## src/design/sbr_pkg.sv

```systemverilog
// Purpose: Shared constants, register map and rate arithmetic for the serial receive block
// Assumes: 32-bit AXI4-Lite register bus, one aligned word per register
// Notes:   Register values sit in the low byte, upper bits read as zero
package sbr_pkg;

   // Register byte offsets
   localparam logic [7:0]  OFF_STATUS   = 8'h00;
   localparam logic [7:0]  OFF_DATA     = 8'h04;
   localparam logic [7:0]  OFF_CTRL2    = 8'h08;
   localparam logic [7:0]  OFF_RATE     = 8'h0c;
   localparam logic [7:0]  OFF_FINE_TX  = 8'h10;
   localparam logic [7:0]  OFF_FINE_RX  = 8'h14;

   // Field positions
   localparam int unsigned ST_FULL      = 5;
   localparam int unsigned ST_QUIET     = 4;
   localparam int unsigned ST_FE        = 1;
   localparam int unsigned CT_MUTE      = 0;
   localparam int unsigned CT_WAKE      = 1;
   localparam int unsigned CT_RXEN      = 2;
   localparam int unsigned CT_TXEN      = 3;
   localparam int unsigned RS_SH_LO     = 0;
   localparam int unsigned RS_TX_LO     = 2;
   localparam int unsigned RS_RX_LO     = 5;

   // Values after reset
   localparam logic [7:0]  RST_CTRL2    = 8'h00;
   localparam logic [7:0]  RST_RATE     = 8'h00;
   localparam logic [7:0]  RST_FINE     = 8'h00;

   // Counts: sixteen samples per bit, an idle frame is ten bit times
   localparam logic [3:0]  OVS_LAST     = 4'hf;
   localparam logic [3:0]  OVS_MID      = 4'h7;
   localparam logic [7:0]  IDLE_LAST    = 8'h9f;
   localparam int unsigned DIV_W        = 23;

   // Bus answers
   localparam logic [1:0]  RESP_OKAY    = 2'h0;
   localparam logic [1:0]  RESP_SLVERR  = 2'h2;

   // Clock cycles per oversample tick: shared * 2^select * fine (fine 0 means 1)
   function automatic logic [22:0] sbr_divisor(input logic [1:0] sh,
                                               input logic [2:0] sel,
                                               input logic [7:0] fine);
      logic [22:0] pr;
      logic [22:0] base;
      case (sh)
         2'h0:    pr = 23'h000001;
         2'h1:    pr = 23'h000003;
         2'h2:    pr = 23'h000004;
         default: pr = 23'h00000d;
      endcase
      base = pr << sel;
      sbr_divisor = (fine == 8'h00) ? base : 23'(base * 23'(fine));
   endfunction : sbr_divisor

endpackage : sbr_pkg

```

## src/design/sbr_fifo2.sv

```systemverilog
// Purpose: Small valid/ready buffer between the frame receiver and the data register
// Assumes: Single clock, synchronous handshakes on both sides
// Notes:   Depth two lets two words wait while software is late reading
`timescale 1ns/1ps
`default_nettype none
module sbr_fifo2 #(
   parameter int unsigned W     = 9,
   parameter int unsigned DEPTH = 2
) (
   // Clock and reset
   input  wire logic         i_clk,
   input  wire logic         i_rst_n,
   input  wire logic         i_ce,
   // Fill side
   input  wire logic         i_in_valid,
   input  wire logic [W-1:0] i_in_data,
   output logic              o_in_ready,
   // Drain side
   output logic              o_out_valid,
   output logic [W-1:0]      o_out_data,
   input  wire logic         i_out_ready
);
   localparam int unsigned PW = (DEPTH > 1) ? $clog2(DEPTH) : 1;

   logic [W-1:0]  mem [DEPTH];
   logic [PW-1:0] wr_r;
   logic [PW-1:0] rd_r;
   logic [PW:0]   cnt_r;
   logic          push;
   logic          pop;

   // Full and empty come straight from the occupancy count
   assign o_in_ready  = (cnt_r < (PW+1)'(DEPTH));
   assign o_out_valid = (cnt_r != '0);
   assign o_out_data  = mem[rd_r];
   assign push        = i_in_valid && o_in_ready;
   assign pop         = o_out_valid && i_out_ready;

   // Storage, written only on an accepted push
   always_ff @(posedge i_clk) begin
      if (i_ce && push) begin
         mem[wr_r] <= i_in_data;
      end
   end

   // Pointers wrap at the configured depth
   always_ff @(posedge i_clk or negedge i_rst_n) begin
      if (!i_rst_n) begin
         wr_r  <= '0;
         rd_r  <= '0;
         cnt_r <= '0;
      end else if (i_ce) begin
         if (push) begin
            wr_r <= (wr_r == PW'(DEPTH-1)) ? '0 : PW'(wr_r + 1'b1);
         end
         if (pop) begin
            rd_r <= (rd_r == PW'(DEPTH-1)) ? '0 : PW'(rd_r + 1'b1);
         end
         cnt_r <= (PW+1)'(cnt_r + (PW+1)'(push) - (PW+1)'(pop));
      end
   end
endmodule : sbr_fifo2
`default_nettype wire

```

## src/design/sbr_baud.sv

```systemverilog
// Purpose: Rate generator giving one oversample tick per programmed clock count
// Assumes: Rate settings stay still while the direction is enabled
// Notes:   The divide by sixteen is done by the bit counter that uses the tick
`timescale 1ns/1ps
`default_nettype none
module sbr_baud
   import sbr_pkg::*;
#(
   parameter int unsigned DW = sbr_pkg::DIV_W
) (
   // Clock and reset
   input  wire logic       i_clk,
   input  wire logic       i_rst_n,
   input  wire logic       i_ce,
   // Rate settings
   input  wire logic       i_en,
   input  wire logic [1:0] i_shared_sel,
   input  wire logic [2:0] i_div_sel,
   input  wire logic [7:0] i_fine,
   // Tick out
   output logic            o_tick
);
   logic [DW-1:0] cnt_r;
   logic [DW-1:0] limit;
   logic [DW-1:0] gap_r;
   logic          seen_r;

   assign limit = DW'(sbr_divisor(i_shared_sel, i_div_sel, i_fine));

   // Free counter, restarted whenever the direction is off
   always_ff @(posedge i_clk or negedge i_rst_n) begin
      if (!i_rst_n) begin
         cnt_r  <= '0;
         o_tick <= 1'b0;
      end else if (i_ce) begin
         if (!i_en) begin
            cnt_r  <= '0;
            o_tick <= 1'b0;
         end else if (cnt_r >= DW'(limit - 1'b1)) begin
            cnt_r  <= '0;
            o_tick <= 1'b1;
         end else begin
            cnt_r  <= DW'(cnt_r + 1'b1);
            o_tick <= 1'b0;
         end
      end
   end

   // Helper: cycles since the previous tick
   always_ff @(posedge i_clk or negedge i_rst_n) begin
      if (!i_rst_n) begin
         gap_r  <= '0;
         seen_r <= 1'b0;
      end else if (i_ce) begin
         gap_r  <= o_tick ? DW'(1) : DW'(gap_r + 1'b1);
         seen_r <= i_en && (seen_r || o_tick);
      end
   end
endmodule : sbr_baud
`default_nettype wire

```

## src/design/sbr_rx_top.sv

```systemverilog
// Purpose: Serial receiver with framing check, mute and wake-up, rates and AXI4-Lite registers
// Assumes: Line input is synchronous to i_clk; one bus write and one read in flight
// Notes:   Transmit framing lives elsewhere; this block supplies its rate tick only
//
// Behaviour
// - Missing stop bit or break flags framing error
// - Framing error still delivers word to data
// - Error flag rises together with full flag
// - Error cleared by status then data read
// - Rate is clock over 16, shared, direction divider
// - Shared select picks 1, 3, 4 or 13
// - Direction selects pick powers of two 1..128
// - Fine factor further divides by 1..255
// - Zero fine factor keeps conventional rate
// - Muted receiver sets no status, no interrupt
// - Wake by idle or address mark per select
// - Idle wake clears mute, not quiet flag
// - Address mark word clears mute, sets full
// - Control write reloads mute from written bit
//
// Decided for this implementation: the placing of the registers and the AXI4-Lite interface to the registers.
`timescale 1ns/1ps
`default_nettype none
module sbr_rx_top
   import sbr_pkg::*;
(
   // Clock, reset, enable
   input  wire logic        i_clk,
   input  wire logic        i_rst_n,
   input  wire logic        i_ce,
   // AXI4-Lite write address and data
   input  wire logic        i_awvalid,
   output logic             o_awready,
   input  wire logic [7:0]  i_awaddr,
   input  wire logic        i_wvalid,
   output logic             o_wready,
   input  wire logic [31:0] i_wdata,
   input  wire logic [3:0]  i_wstrb,
   // AXI4-Lite write response
   output logic             o_bvalid,
   input  wire logic        i_bready,
   output logic [1:0]       o_bresp,
   // AXI4-Lite read
   input  wire logic        i_arvalid,
   output logic             o_arready,
   input  wire logic [7:0]  i_araddr,
   output logic             o_rvalid,
   input  wire logic        i_rready,
   output logic [31:0]      o_rdata,
   output logic [1:0]       o_rresp,
   // Serial line and side outputs
   input  wire logic        i_rxd,
   output logic             o_tx_tick,
   output logic             o_rx_full,
   output logic             o_muted
);
   import sbr_pkg::*;

   typedef enum logic [2:0] {RX_IDLE, RX_START, RX_DATA, RX_STOP, RX_PUSH} sbr_rx_state_t;

   // Registers
   logic [7:0]    ctrl2_r;
   logic [7:0]    rate_r;
   logic [7:0]    fine_tx_r;
   logic [7:0]    fine_rx_r;
   logic [7:0]    data_r;
   logic          full_r;
   logic          fe_r;
   logic          quiet_r;
   logic          armed_r;
   // Bus state
   logic          wr_go;
   logic          rd_go;
   logic          wr_do;
   logic          rd_do;
   logic          rd_status;
   logic          rd_data;
   logic          ctrl_wr;
   logic [31:0]   rd_mux;
   logic          rd_hit;
   logic          wr_hit;
   // Receiver state
   sbr_rx_state_t rx_st_r;
   logic [3:0]    ovs_r;
   logic [2:0]    bit_r;
   logic [7:0]    shift_r;
   logic          stop_ok_r;
   logic [7:0]    idle_cnt_r;
   logic          idle_armed_r;
   logic          rx_tick;
   logic          frame_done;
   logic          idle_ev;
   logic          addr_wake;
   logic          push_valid;
   logic          push_ready;
   logic          pop_valid;
   logic          pop_ready;
   logic [8:0]    pop_data;

   // Control fields in use
   logic          mute_r;
   logic          wake_sel;
   logic          rx_en;
   logic          tx_en;
   assign mute_r   = ctrl2_r[CT_MUTE];
   assign wake_sel = ctrl2_r[CT_WAKE];
   assign rx_en    = ctrl2_r[CT_RXEN];
   assign tx_en    = ctrl2_r[CT_TXEN];
   assign o_muted  = mute_r;

   // Rate generators, one per direction
   sbr_baud u_tx_baud (
      .i_clk        (i_clk),
      .i_rst_n      (i_rst_n),
      .i_ce         (i_ce),
      .i_en         (tx_en),
      .i_shared_sel (rate_r[RS_SH_LO +: 2]),
      .i_div_sel    (rate_r[RS_TX_LO +: 3]),
      .i_fine       (fine_tx_r),
      .o_tick       (o_tx_tick)
   );

   sbr_baud u_rx_baud (
      .i_clk        (i_clk),
      .i_rst_n      (i_rst_n),
      .i_ce         (i_ce),
      .i_en         (rx_en),
      .i_shared_sel (rate_r[RS_SH_LO +: 2]),
      .i_div_sel    (rate_r[RS_RX_LO +: 3]),
      .i_fine       (fine_rx_r),
      .o_tick       (rx_tick)
   );

   // Bus handshakes: address and data are taken together, one at a time
   assign wr_go   = i_awvalid && i_wvalid && !o_awready && !o_bvalid;
   assign rd_go   = i_arvalid && !o_arready && !o_rvalid;
   assign wr_do   = o_awready && i_ce;
   assign rd_do   = o_arready && i_ce;
   assign wr_hit  = (i_awaddr == OFF_STATUS) || (i_awaddr == OFF_DATA) ||
                    (i_awaddr == OFF_CTRL2) || (i_awaddr == OFF_RATE) ||
                    (i_awaddr == OFF_FINE_TX) || (i_awaddr == OFF_FINE_RX);
   assign ctrl_wr = wr_do && (i_awaddr == OFF_CTRL2) && i_wstrb[0];
   assign rd_status = rd_do && (i_araddr == OFF_STATUS);
   assign rd_data   = rd_do && (i_araddr == OFF_DATA);

   // Read mux; bits above the low byte read as zero
   always_comb begin
      rd_mux = 32'h0000_0000;
      rd_hit = 1'b1;
      case (i_araddr)
         OFF_STATUS: begin
            rd_mux[ST_FULL]  = full_r;
            rd_mux[ST_QUIET] = quiet_r;
            rd_mux[ST_FE]    = fe_r;
         end
         OFF_DATA:    rd_mux[7:0] = data_r;
         OFF_CTRL2:   rd_mux[7:0] = ctrl2_r;
         OFF_RATE:    rd_mux[7:0] = rate_r;
         OFF_FINE_TX: rd_mux[7:0] = fine_tx_r;
         OFF_FINE_RX: rd_mux[7:0] = fine_rx_r;
         default:     rd_hit = 1'b0;
      endcase
   end

   // Write channel and response
   always_ff @(posedge i_clk or negedge i_rst_n) begin
      if (!i_rst_n) begin
         o_awready <= 1'b0;
         o_wready  <= 1'b0;
         o_bvalid  <= 1'b0;
         o_bresp   <= RESP_OKAY;
      end else if (i_ce) begin
         o_awready <= wr_go;
         o_wready  <= wr_go;
         if (o_awready) begin
            o_bvalid <= 1'b1;
            o_bresp  <= wr_hit ? RESP_OKAY : RESP_SLVERR;
         end else if (i_bready) begin
            o_bvalid <= 1'b0;
         end
      end
   end

   // Read channel and response
   always_ff @(posedge i_clk or negedge i_rst_n) begin
      if (!i_rst_n) begin
         o_arready <= 1'b0;
         o_rvalid  <= 1'b0;
         o_rdata   <= 32'h0000_0000;
         o_rresp   <= RESP_OKAY;
      end else if (i_ce) begin
         o_arready <= rd_go;
         if (o_arready) begin
            o_rvalid <= 1'b1;
            o_rdata  <= rd_mux;
            o_rresp  <= rd_hit ? RESP_OKAY : RESP_SLVERR;
         end else if (i_rready) begin
            o_rvalid <= 1'b0;
         end
      end
   end

   // Configuration registers; hardware wake clears mute, a write reloads it
   always_ff @(posedge i_clk or negedge i_rst_n) begin
      if (!i_rst_n) begin
         ctrl2_r   <= RST_CTRL2;
         rate_r    <= RST_RATE;
         fine_tx_r <= RST_FINE;
         fine_rx_r <= RST_FINE;
      end else if (i_ce) begin
         if (ctrl_wr) begin
            ctrl2_r <= i_wdata[7:0];
         end else if (mute_r && ((idle_ev && !wake_sel) || addr_wake)) begin
            ctrl2_r[CT_MUTE] <= 1'b0;
         end
         if (wr_do && i_wstrb[0] && (i_awaddr == OFF_RATE)) begin
            rate_r <= i_wdata[7:0];
         end
         if (wr_do && i_wstrb[0] && (i_awaddr == OFF_FINE_TX)) begin
            fine_tx_r <= i_wdata[7:0];
         end
         if (wr_do && i_wstrb[0] && (i_awaddr == OFF_FINE_RX)) begin
            fine_rx_r <= i_wdata[7:0];
         end
      end
   end

   // Frame receiver: sixteen ticks per bit, sampling the middle of each bit
   always_ff @(posedge i_clk or negedge i_rst_n) begin
      if (!i_rst_n) begin
         rx_st_r   <= RX_IDLE;
         ovs_r     <= 4'h0;
         bit_r     <= 3'h0;
         shift_r   <= 8'h00;
         stop_ok_r <= 1'b0;
      end else if (i_ce) begin
         if (!rx_en) begin
            rx_st_r <= RX_IDLE;
         end else begin
            case (rx_st_r)
               RX_IDLE: begin
                  ovs_r <= 4'h0;
                  if (rx_tick && !i_rxd) begin
                     rx_st_r <= RX_START;
                  end
               end
               RX_START: begin
                  if (rx_tick) begin
                     ovs_r <= 4'(ovs_r + 1'b1);
                     if (ovs_r == OVS_MID) begin
                        ovs_r   <= 4'h0;
                        bit_r   <= 3'h0;
                        rx_st_r <= i_rxd ? RX_IDLE : RX_DATA; // Glitch guard
                     end
                  end
               end
               RX_DATA: begin
                  if (rx_tick) begin
                     ovs_r <= 4'(ovs_r + 1'b1);
                     if (ovs_r == OVS_LAST) begin
                        shift_r <= {i_rxd, shift_r[7:1]};
                        bit_r   <= 3'(bit_r + 1'b1);
                        if (bit_r == 3'h7) begin
                           rx_st_r <= RX_STOP;
                        end
                     end
                  end
               end
               RX_STOP: begin
                  if (rx_tick) begin
                     ovs_r <= 4'(ovs_r + 1'b1);
                     if (ovs_r == OVS_LAST) begin
                        stop_ok_r <= i_rxd;
                        rx_st_r   <= RX_PUSH;
                     end
                  end
               end
               RX_PUSH: begin
                  // Waits here while the buffer is full, so no word is dropped
                  if (push_ready || !push_valid) begin
                     rx_st_r <= RX_IDLE;
                  end
               end
               default: rx_st_r <= RX_IDLE;
            endcase
         end
      end
   end

   // Word complete; a muted receiver only passes an address mark word
   assign frame_done = (rx_st_r == RX_PUSH) && rx_en;
   assign addr_wake  = frame_done && mute_r && wake_sel && shift_r[7] && !ctrl_wr;
   assign push_valid = frame_done && (!mute_r || addr_wake);

   // Idle detection: ten bit times of steady mark after line activity
   always_ff @(posedge i_clk or negedge i_rst_n) begin
      if (!i_rst_n) begin
         idle_cnt_r   <= 8'h00;
         idle_armed_r <= 1'b0;
      end else if (i_ce) begin
         if (!rx_en || (rx_st_r != RX_IDLE) || !i_rxd) begin
            idle_cnt_r   <= 8'h00;
            idle_armed_r <= idle_armed_r || (rx_en && (rx_st_r != RX_IDLE));
         end else if (rx_tick && idle_armed_r) begin
            idle_cnt_r <= 8'(idle_cnt_r + 1'b1);
            if (idle_cnt_r == IDLE_LAST) begin
               idle_armed_r <= 1'b0;
            end
         end
      end
   end
   assign idle_ev = rx_tick && idle_armed_r && (idle_cnt_r == IDLE_LAST) && i_rxd &&
                    (rx_st_r == RX_IDLE) && rx_en;

   // Two-entry buffer between receiver and data register; carries the error bit
   sbr_fifo2 #(.W(9), .DEPTH(2)) u_buf (
      .i_clk       (i_clk),
      .i_rst_n     (i_rst_n),
      .i_ce        (i_ce),
      .i_in_valid  (push_valid),
      .i_in_data   ({!stop_ok_r, shift_r}),
      .o_in_ready  (push_ready),
      .o_out_valid (pop_valid),
      .o_out_data  (pop_data),
      .i_out_ready (pop_ready)
   );
   assign pop_ready = !full_r || rd_data;

   // Data register and full flag; a new word beats a clearing read
   always_ff @(posedge i_clk or negedge i_rst_n) begin
      if (!i_rst_n) begin
         data_r <= 8'h00;
         full_r <= 1'b0;
      end else if (i_ce) begin
         if (pop_valid && pop_ready) begin
            data_r <= pop_data[7:0];
            full_r <= 1'b1;
         end else if (rd_data) begin
            full_r <= 1'b0;
         end
      end
   end
   assign o_rx_full = full_r;

   // Error and quiet flags; cleared by status read then data read, set wins
   always_ff @(posedge i_clk or negedge i_rst_n) begin
      if (!i_rst_n) begin
         fe_r    <= 1'b0;
         quiet_r <= 1'b0;
         armed_r <= 1'b0;
      end else if (i_ce) begin
         // A clean word never drops the flag; only the clearing pair does
         if (pop_valid && pop_ready && pop_data[8]) begin
            fe_r <= 1'b1;
         end else if (rd_data && armed_r) begin
            fe_r <= 1'b0;
         end
         if (idle_ev && !mute_r) begin
            quiet_r <= 1'b1;
         end else if (rd_data && armed_r) begin
            quiet_r <= 1'b0;
         end
         if (rd_status) begin
            armed_r <= 1'b1;
         end else if (rd_data) begin
            armed_r <= 1'b0;
         end
      end
   end
endmodule : sbr_rx_top
`default_nettype wire

```

## config.mk

```make
export PLATFORM = sky130hd
export DESIGN_NAME = sbr_rx_top
export DESIGN_NICKNAME = d
export VERILOG_FILES = /design/src/design/sbr_pkg.sv /design/src/design/sbr_fifo2.sv /design/src/design/sbr_baud.sv /design/src/design/sbr_rx_top.sv
export SDC_FILE = /design/constraint.sdc
export NUM_CORES = 1
export LEC_CHECK = 0
export ABC_CLOCK_PERIOD_IN_PS = 23700
export BUFFER_PORTS_ARGS = -buffer_cell sky130_fd_sc_hd__buf_2
export CAP_MARGIN = 10
export CORE_ASPECT_RATIO = 0.8
export CORE_MARGIN = 5
export CORE_UTILIZATION = 46
export DETAILED_ROUTE_END_ITERATION = 8
export PLACE_DENSITY = 0.63
export SLEW_MARGIN = 15
export SYNTH_ARGS = -nofsm -noshare
export SYNTH_HDL_FRONTEND = slang
export SYNTH_SLANG_ARGS = --single-unit
```

## constraint.sdc

```tcl
create_clock -name i_clk -period 23.7 [get_ports i_clk]
set_input_delay 3.555 -clock i_clk [delete_from_list [all_inputs] [get_ports i_clk]]
set_output_delay 3.555 -clock i_clk [all_outputs]
set_load 0.1 [all_outputs]
```

# [After elaboration in Yosys (flattened, before gate mapping)]
# Memories as Yosys holds them, arrays and structs flattened.
# Cells that the tools add are included.
[word_totals] mem_count=1 output_inout_bits=44 ff_bits=140 ramBits=18 inputBits=61 word_cells=248
[mem_list] name="u_buf.mem" depth=2 word_bits=9 rd=1 rd_ports_with_merged_regs=0 wr=1 line_no="sbr_fifo2.sv:25" text="logic [W-1:0] mem [DEPTH];"
[op_classes] eq_ne=34 order_cmp=3 shift=2 addsub=11 n_mul=2 n_reduce_logical=103 n_mux=61
[op_table] operator="$mux W23" count=6
[op_table] operator="$add A23 B1 Y23 const B" count=2
[op_table] operator="$ge A23 B23 Y1" count=2
[op_table] operator="$mul A23 B8 Y23" count=2
[op_table] operator="$sub A23 B1 Y23 const B" count=2
[op_table] operator="$mux W3" count=14
[op_table] operator="$logic_and A1 B1 Y1" count=36
[op_table] operator="$eq A8 B4 Y1 const B" count=4
[op_table] operator="$eq A8 B5 Y1 const B" count=4
[op_table] operator="$logic_not A8 Y1" count=4
[op_table] operator="$reduce_and A2 Y1" count=16
[op_table] operator="$mux W1" count=24
[op_table] operator="$pmux W4 S3" count=2
[op_table] operator="$shl A23 B3 Y23" count=1
[op_table] operator="$shl A4 B3 Y23" count=1
[op_table] operator="$reduce_bool A2 Y1" count=11
[op_table] operator="$pmux W2 S5" count=2
[op_table] operator="$ne A3 B3 Y1 const B" count=6
[op_table] operator="$eq A8 B3 Y1 const B" count=2
[op_table] operator="$mux W8" count=2
[op_table] operator="$pmux W3 S5" count=1
[op_table] operator="$reduce_and A5 Y1" count=3
[op_table] operator="$logic_not A1 Y1" count=12
[op_table] operator="$logic_or A1 B1 Y1" count=12
[op_table] operator="32 further kinds" count=45

# [Longest topological paths before layout]
[depth] depth_word=13 ltp_mapped=38 depth_no_buf=32

# [Modules after synthesis]
# A second synthesis with hierarchy kept.
[unflattened] cells_unflattened=1801 hier_area_um2=16861.2
[modules_own_cells] mod="sbr_baud (u_tx_baud)" seq_area_each_um2=600.6 instances=1 cells_each=700 area_each_um2=5829.3
[modules_own_cells] mod="sbr_baud (u_rx_baud)" seq_area_each_um2=600.6 instances=1 cells_each=673 area_each_um2=5726.7
[modules_own_cells] mod="sbr_rx_top" seq_area_each_um2=2152.1 instances=1 cells_each=378 area_each_um2=4414.2
[modules_own_cells] mod="sbr_fifo2" seq_area_each_um2=640.6 instances=1 cells_each=50 area_each_um2=890.9

# [Worst setup path before layout]
# No wires, ideal clock.
[synth_timing] kind="register to register" startpoint="register rate_r[1]" endpoint="register u_tx_baud.cnt_r[21]" arrival_ps=8201 setup_slack_ps=15433 path_stages_with_launch=36 setup_time_ps=66 n_path_buf=7 period_less_slack_ps=8267 cell_sequence="dfrtp_1 buf_4 buf_4 buf_2 maj3_1 nor3_1 and2_1 fa_1 fa_1 fa_1 inv_1 fa_1 inv_1 ha_1 clkbuf_1 nor2_1 o21a_1 a31oi_1 xor2_1 or4_4 a211oi_2 and4_1 buf_4 a41oi_1 a21oi_1 ha_1 a21o_1 a211o_1 nor2_1 o2111ai_1 a41oi_1 o21ba_2 clkbuf_1 buf_1 nand4b_1 nand2_1"
[synth_via] elab_chain_len=9 word_cells_on_any_way=11 cone_classes="add/sub (1); mul (1); order compare (1); eq/ne (2); shift (1); mux (4); reduce/logical (1)"
[synth_rtl] element="start: declaration" line_no="sbr_rx_top.sv:63" text="logic [7:0] rate_r;"
[synth_rtl] element="start signal: assignment" line_no="sbr_rx_top.sv:217" text="rate_r <= i_wdata[7:0];"
[synth_rtl] element="$eq A2 B2 Y1, or another cell as far along" line_no="sbr_pkg.sv:47" text="case (sh)"
[synth_rtl] element="$pmux W4 S3 *" line_no="sbr_pkg.sv:47"
[synth_rtl] element="$shl A23 B3 Y23 *" line_no="sbr_pkg.sv:53" text="base = pr << sel;"
[synth_rtl] element="$mul A23 B8 Y23" line_no="sbr_pkg.sv:54" text="sbr_divisor = (fine == 8'h00) ? base : 23'(base * 23'(fine));"
[synth_rtl] element="$mux W23 *" line_no="sbr_pkg.sv:54"
[synth_rtl] element="$sub A23 B1 Y23 *" line_no="sbr_baud.sv:39" text="end else if (cnt_r >= DW'(limit - 1'b1)) begin"
[synth_rtl] element="$ge A23 B23 Y1 *" line_no="sbr_baud.sv:39"
[synth_rtl] element="$mux W23 *" line_no="sbr_baud.sv:39"
[synth_rtl] element="$mux W23 *" line_no="sbr_baud.sv:36" text="if (!i_en) begin"
[synth_rtl] element="end signal: assignment" line_no="sbr_baud.sv:43" text="cnt_r <= DW'(cnt_r + 1'b1);"
[synth_rtl] element="end: declaration" line_no="sbr_baud.sv:23" text="logic [DW-1:0] cnt_r;"
# Mark *: on every way between the ends. The rest lies on a longest branch, timed or not.
# A chain may end at the register's enable or synchronous reset.

# [Final worst setup path]
[layout_timing] startpoint="register rate_r[1]" endpoint="register u_rx_baud.cnt_r[5]"
[layout_via] elab_chain_len=9 word_cells_on_any_way=11 cone_classes="add/sub (1); mul (1); order compare (1); eq/ne (2); shift (1); mux (4); reduce/logical (1)"
[layout_rtl] element="$eq A2 B2 Y1, or another cell as far along" line_no="sbr_pkg.sv:47"
[layout_rtl] element="$pmux W4 S3 *" line_no="sbr_pkg.sv:47"
[layout_rtl] element="$shl A4 B3 Y23 *" line_no="sbr_pkg.sv:53"
[layout_rtl] element="$mul A23 B8 Y23" line_no="sbr_pkg.sv:54"
[layout_rtl] element="$mux W23 *" line_no="sbr_pkg.sv:54"
[layout_rtl] element="$sub A23 B1 Y23 *" line_no="sbr_baud.sv:39"
[layout_rtl] element="$ge A23 B23 Y1 *" line_no="sbr_baud.sv:39"
[layout_rtl] element="$mux W23 *" line_no="sbr_baud.sv:39"
[layout_rtl] element="$mux W23 *" line_no="sbr_baud.sv:36"
[layout_rtl] element="end signal: assignment" line_no="sbr_baud.sv:43"
[layout_rtl] element="end: declaration" line_no="sbr_baud.sv:23"
# Marks and branches as above.

==> run metrics <==
fin. max-slew vios 0; Unique masters post-synth 106; Worst Path Arrival ~11 ns; Crit. End Element register; row count 62; GRT Util Overall between 15 and 20%; Mapped Area approximately 17,000 um^2; hold path startpoint shift_r[0]$_DFFE_PN0P_; most common cell in the netlist nand2_1; startpoint class of the critical path register; Max-Cap Viols 0; Reg-to-Reg Start rate_r[1]$_DFFE_PN0P_; Final setup viols 0; root buf cell clkbuf_16; drt wl/cell 17.2 um; Crit Path Max Fanout 33; post-CTS setup buffers 0; Primary FF master, synth dfrtp_1; number of synthesized flops with an enable pin 18; Die Span Y 180 um; H-tree lvl count 4; Syn Area/Cell between 9 and 10 um^2; cts-stage hold buffer count 0; ant diodes 0; Die ar. between 40,000 and 50,000 um^2; FFs w/ async S/R, synth 88.5%; relative slew slack 17.8%; max incr delay on CP around 0.92 ns; share of cells above drive strength 1 about 11%; met1 Usage GRT between 20% and 30%; drt total wl between 30 and 40 mm; clock sinks 156; final core utilization between 40% and 50%; Hold Crit Class register to register; 1st-pass router iterations 5; Post-Synthesis Cells about 1,800; 1st-iter DRT viols 839; largest net degree at the start of global routing 80; TritonCTS buffer count 17; fin crit period 10.52 ns; leak pwr roughly 9 nW; unrepaired setup endpoints after global routing no; PostCTS Resize Cnt 0; vias per cell 5.64; NumNets Final 2,122; FILL cells between 3,000 and 4,000; status completed; total grt overflow 0; Buf+Inv Stages, Crit Path 4; PortBufs 51; vias in the first global route 12,900; Worst-Margin Slew between 1 and 1.5 ns; Worst Hold Depth 0; top post-synthesis cells by count nand2_1, inv_1, ha_1; Hold Path Sink u_buf.mem[0][0]$_DFFE_PP_; Initial Util between 40% and 50%; CP startpoint rate_r[1]$_DFFE_PN0P_; GR peak layer met2; slowest cell on the critical path a21oi_1; register bit total from synthesis around 160; maximum clock frequency about 0.095 GHz; fin crit share 44.4%; post-synth top area share between 20% and 30%; CTS tree yes; synth top area cells dfrtp_1, fa_1, ha_1; Core Region roughly 36,000 um^2; Largest delay share family, worst path compound AO/OA/AOI/OAI gates; CTS Buffer Depth 2; grt met2 use a little under a third; # IOs around 110; flop2flop setup slack 13.18 ns; RR Endpoint u_rx_baud.cnt_r[5]$_DFFE_PN0P_; antenna-violating nets left 0; Worst Reg2Reg Path Length in Cells 31; GPL Wtd Cong 0.825; Worst-path clk slew around 0.080 ns; Crit path depth 31; final number of hold-violating endpoints 0; clk_lat worst skew between 0.4 and 0.5 ns; VDD IR max between 0.07 and 0.08 mV; first-pass GRT wire length ~67 mm; CP Class register to register; via count 13,000; cell area power density 41.7 nW/um^2; die width ~220 um; GRT met3 Usage 3.49%; setup TNS 0 ns; residual DRC count 0; cell taking the most area after synthesis dfrtp_1; Seq/Total Area, Yosys between 20% and 30%; Reg area approximately 4000 um^2; HPWL after DPL about 30 mm; data required time of the worst path 24.10 ns; area grow syn2layout 6.55%; clock skew 0.0161 ns; area of the multi-input gates around 12,000 um^2; Syn. warnings 0; initial antenna violation count 1
==> routing by layer <==
metal	part of all wire, %	wire length, um	vias up
met5	0.033	13	-
met4	1.3	506	2
met3	4.2	1680	36
met2	45	17800	247
met1	49	19500	6431
li1	-	-	6270
==> area by class of cell <==
class | instances | area share (%)
Multi-Input combinational cell | 1428 | 65.7
Sequential cell | 156 | 22.5
Tap cell | 480 | 3.39
Inverter | 146 | 3.09
Clock buffer | 17 | 2.40
Timing Repair Buffer | 62 | 1.94
Clock inverter | 15 | 0.946
==> worst reg2reg max path: cells and delay by family (launching register included) <==
kind	cells	cell delay [ns]
buf+inv	4	0.20
simple gates	9	2.63
flops	1	0.68
compound gates	10	3.80
fa+ha+maj	6	2.84
xor+xnor	2	0.32
==> metrics by stage <==
stage / area (um^2) / setup WS [ns] / std cells / power (mW) / hold slack (ns)
after detailed placement: 17100 / 12.89 / 2272 / 0.467 / 0.459
after global routing: 17700 / 12.36 / 2304 / 0.770 / 0.502
after global placement: 17100 / 13.07 / 2272 / 0.464 / 0.445
after floorplan: 16700 / 15.43 / 1841 / 0.434 / 0.437
final: 17700 / 13.18 / 2304 / 0.739 / 0.470
after CTS: 17700 / 12.86 / 2304 / 0.749 / 0.477
==> kinds of logic after synthesis <==
family	Yosys count	synth area share (%)
xor gates and xnor gates	78	4.11
muxes	75	5.07
adders and majority gates	251	23.7
and+or+nand+nor	646	21.2
buffers and inverters	257	6.61
DFF	156	24.0
AOI/OAI and AO/OA	352	15.2
other	1	0.0226
==> where the power goes <==
part / switching [mW] / leakage (nW) / total (mW) / internal, mW
Clock: 0.137 / 0.286 / 0.278 / 0.141
Combinational: 0.117 / 6.51 / 0.155 / 0.0379
Sequential: 0.0187 / 2.04 / 0.306 / 0.287
Total: 0.273 / 8.83 / 0.739 / 0.467
==> sequential cells by signal, indices dropped and copies added, names as in the netlist, 2 cells and up <==
register,cells
ovs_r,4
rate_r,8
u_buf.cnt_r,2
u_tx_baud.cnt_r,23
o_rdata,8
fine_tx_r,8
u_buf.mem,18
bit_r,3
ctrl2_r,8
u_rx_baud.cnt_r,23
idle_cnt_r,8
fine_rx_r,8
data_r,8
rx_st_r,3
shift_r,8
==> worst max-delay path by stage <==
| stage | endpoint | slack [ns] |
|---|---|---|
| 4_1_cts | u_rx_baud.cnt_r[5]$_DFFE_PN0P_ | 12.86 |
| 2_1_floorplan | u_tx_baud.cnt_r[21]$_DFFE_PN0P_ | 15.43 |
| 3_5_place_dp | u_rx_baud.cnt_r[5]$_DFFE_PN0P_ | 12.89 |
| 6_report | u_rx_baud.cnt_r[5]$_DFFE_PN0P_ | 13.18 |
| 3_3_place_gp | u_rx_baud.cnt_r[5]$_DFFE_PN0P_ | 13.07 |
| 5_1_grt | u_rx_baud.cnt_r[5]$_DFFE_PN0P_ | 12.36 |
==> layout by cell type, fill, tap and decap left out, types with 18 or more instances in the layout <==
cell / instances
nand2_1: 167
edfxtp_1: 18
nor4_1: 18
o21ai_0: 89
buf_2: 50
and2_1: 119
inv_1: 146
dfrtp_1: 138
and3_1: 50
a22o_1: 19
mux2_2: 44
mux2i_1: 28
a21oi_1: 54
nand3_1: 41
xnor2_1: 41
fa_1: 108
ha_1: 142
nor3_1: 33
conb_1: 26
nor2_1: 80
xor2_1: 37
a21o_1: 44
nor2b_1: 31
No activity file was read; power rests on OpenSTA's default activity.
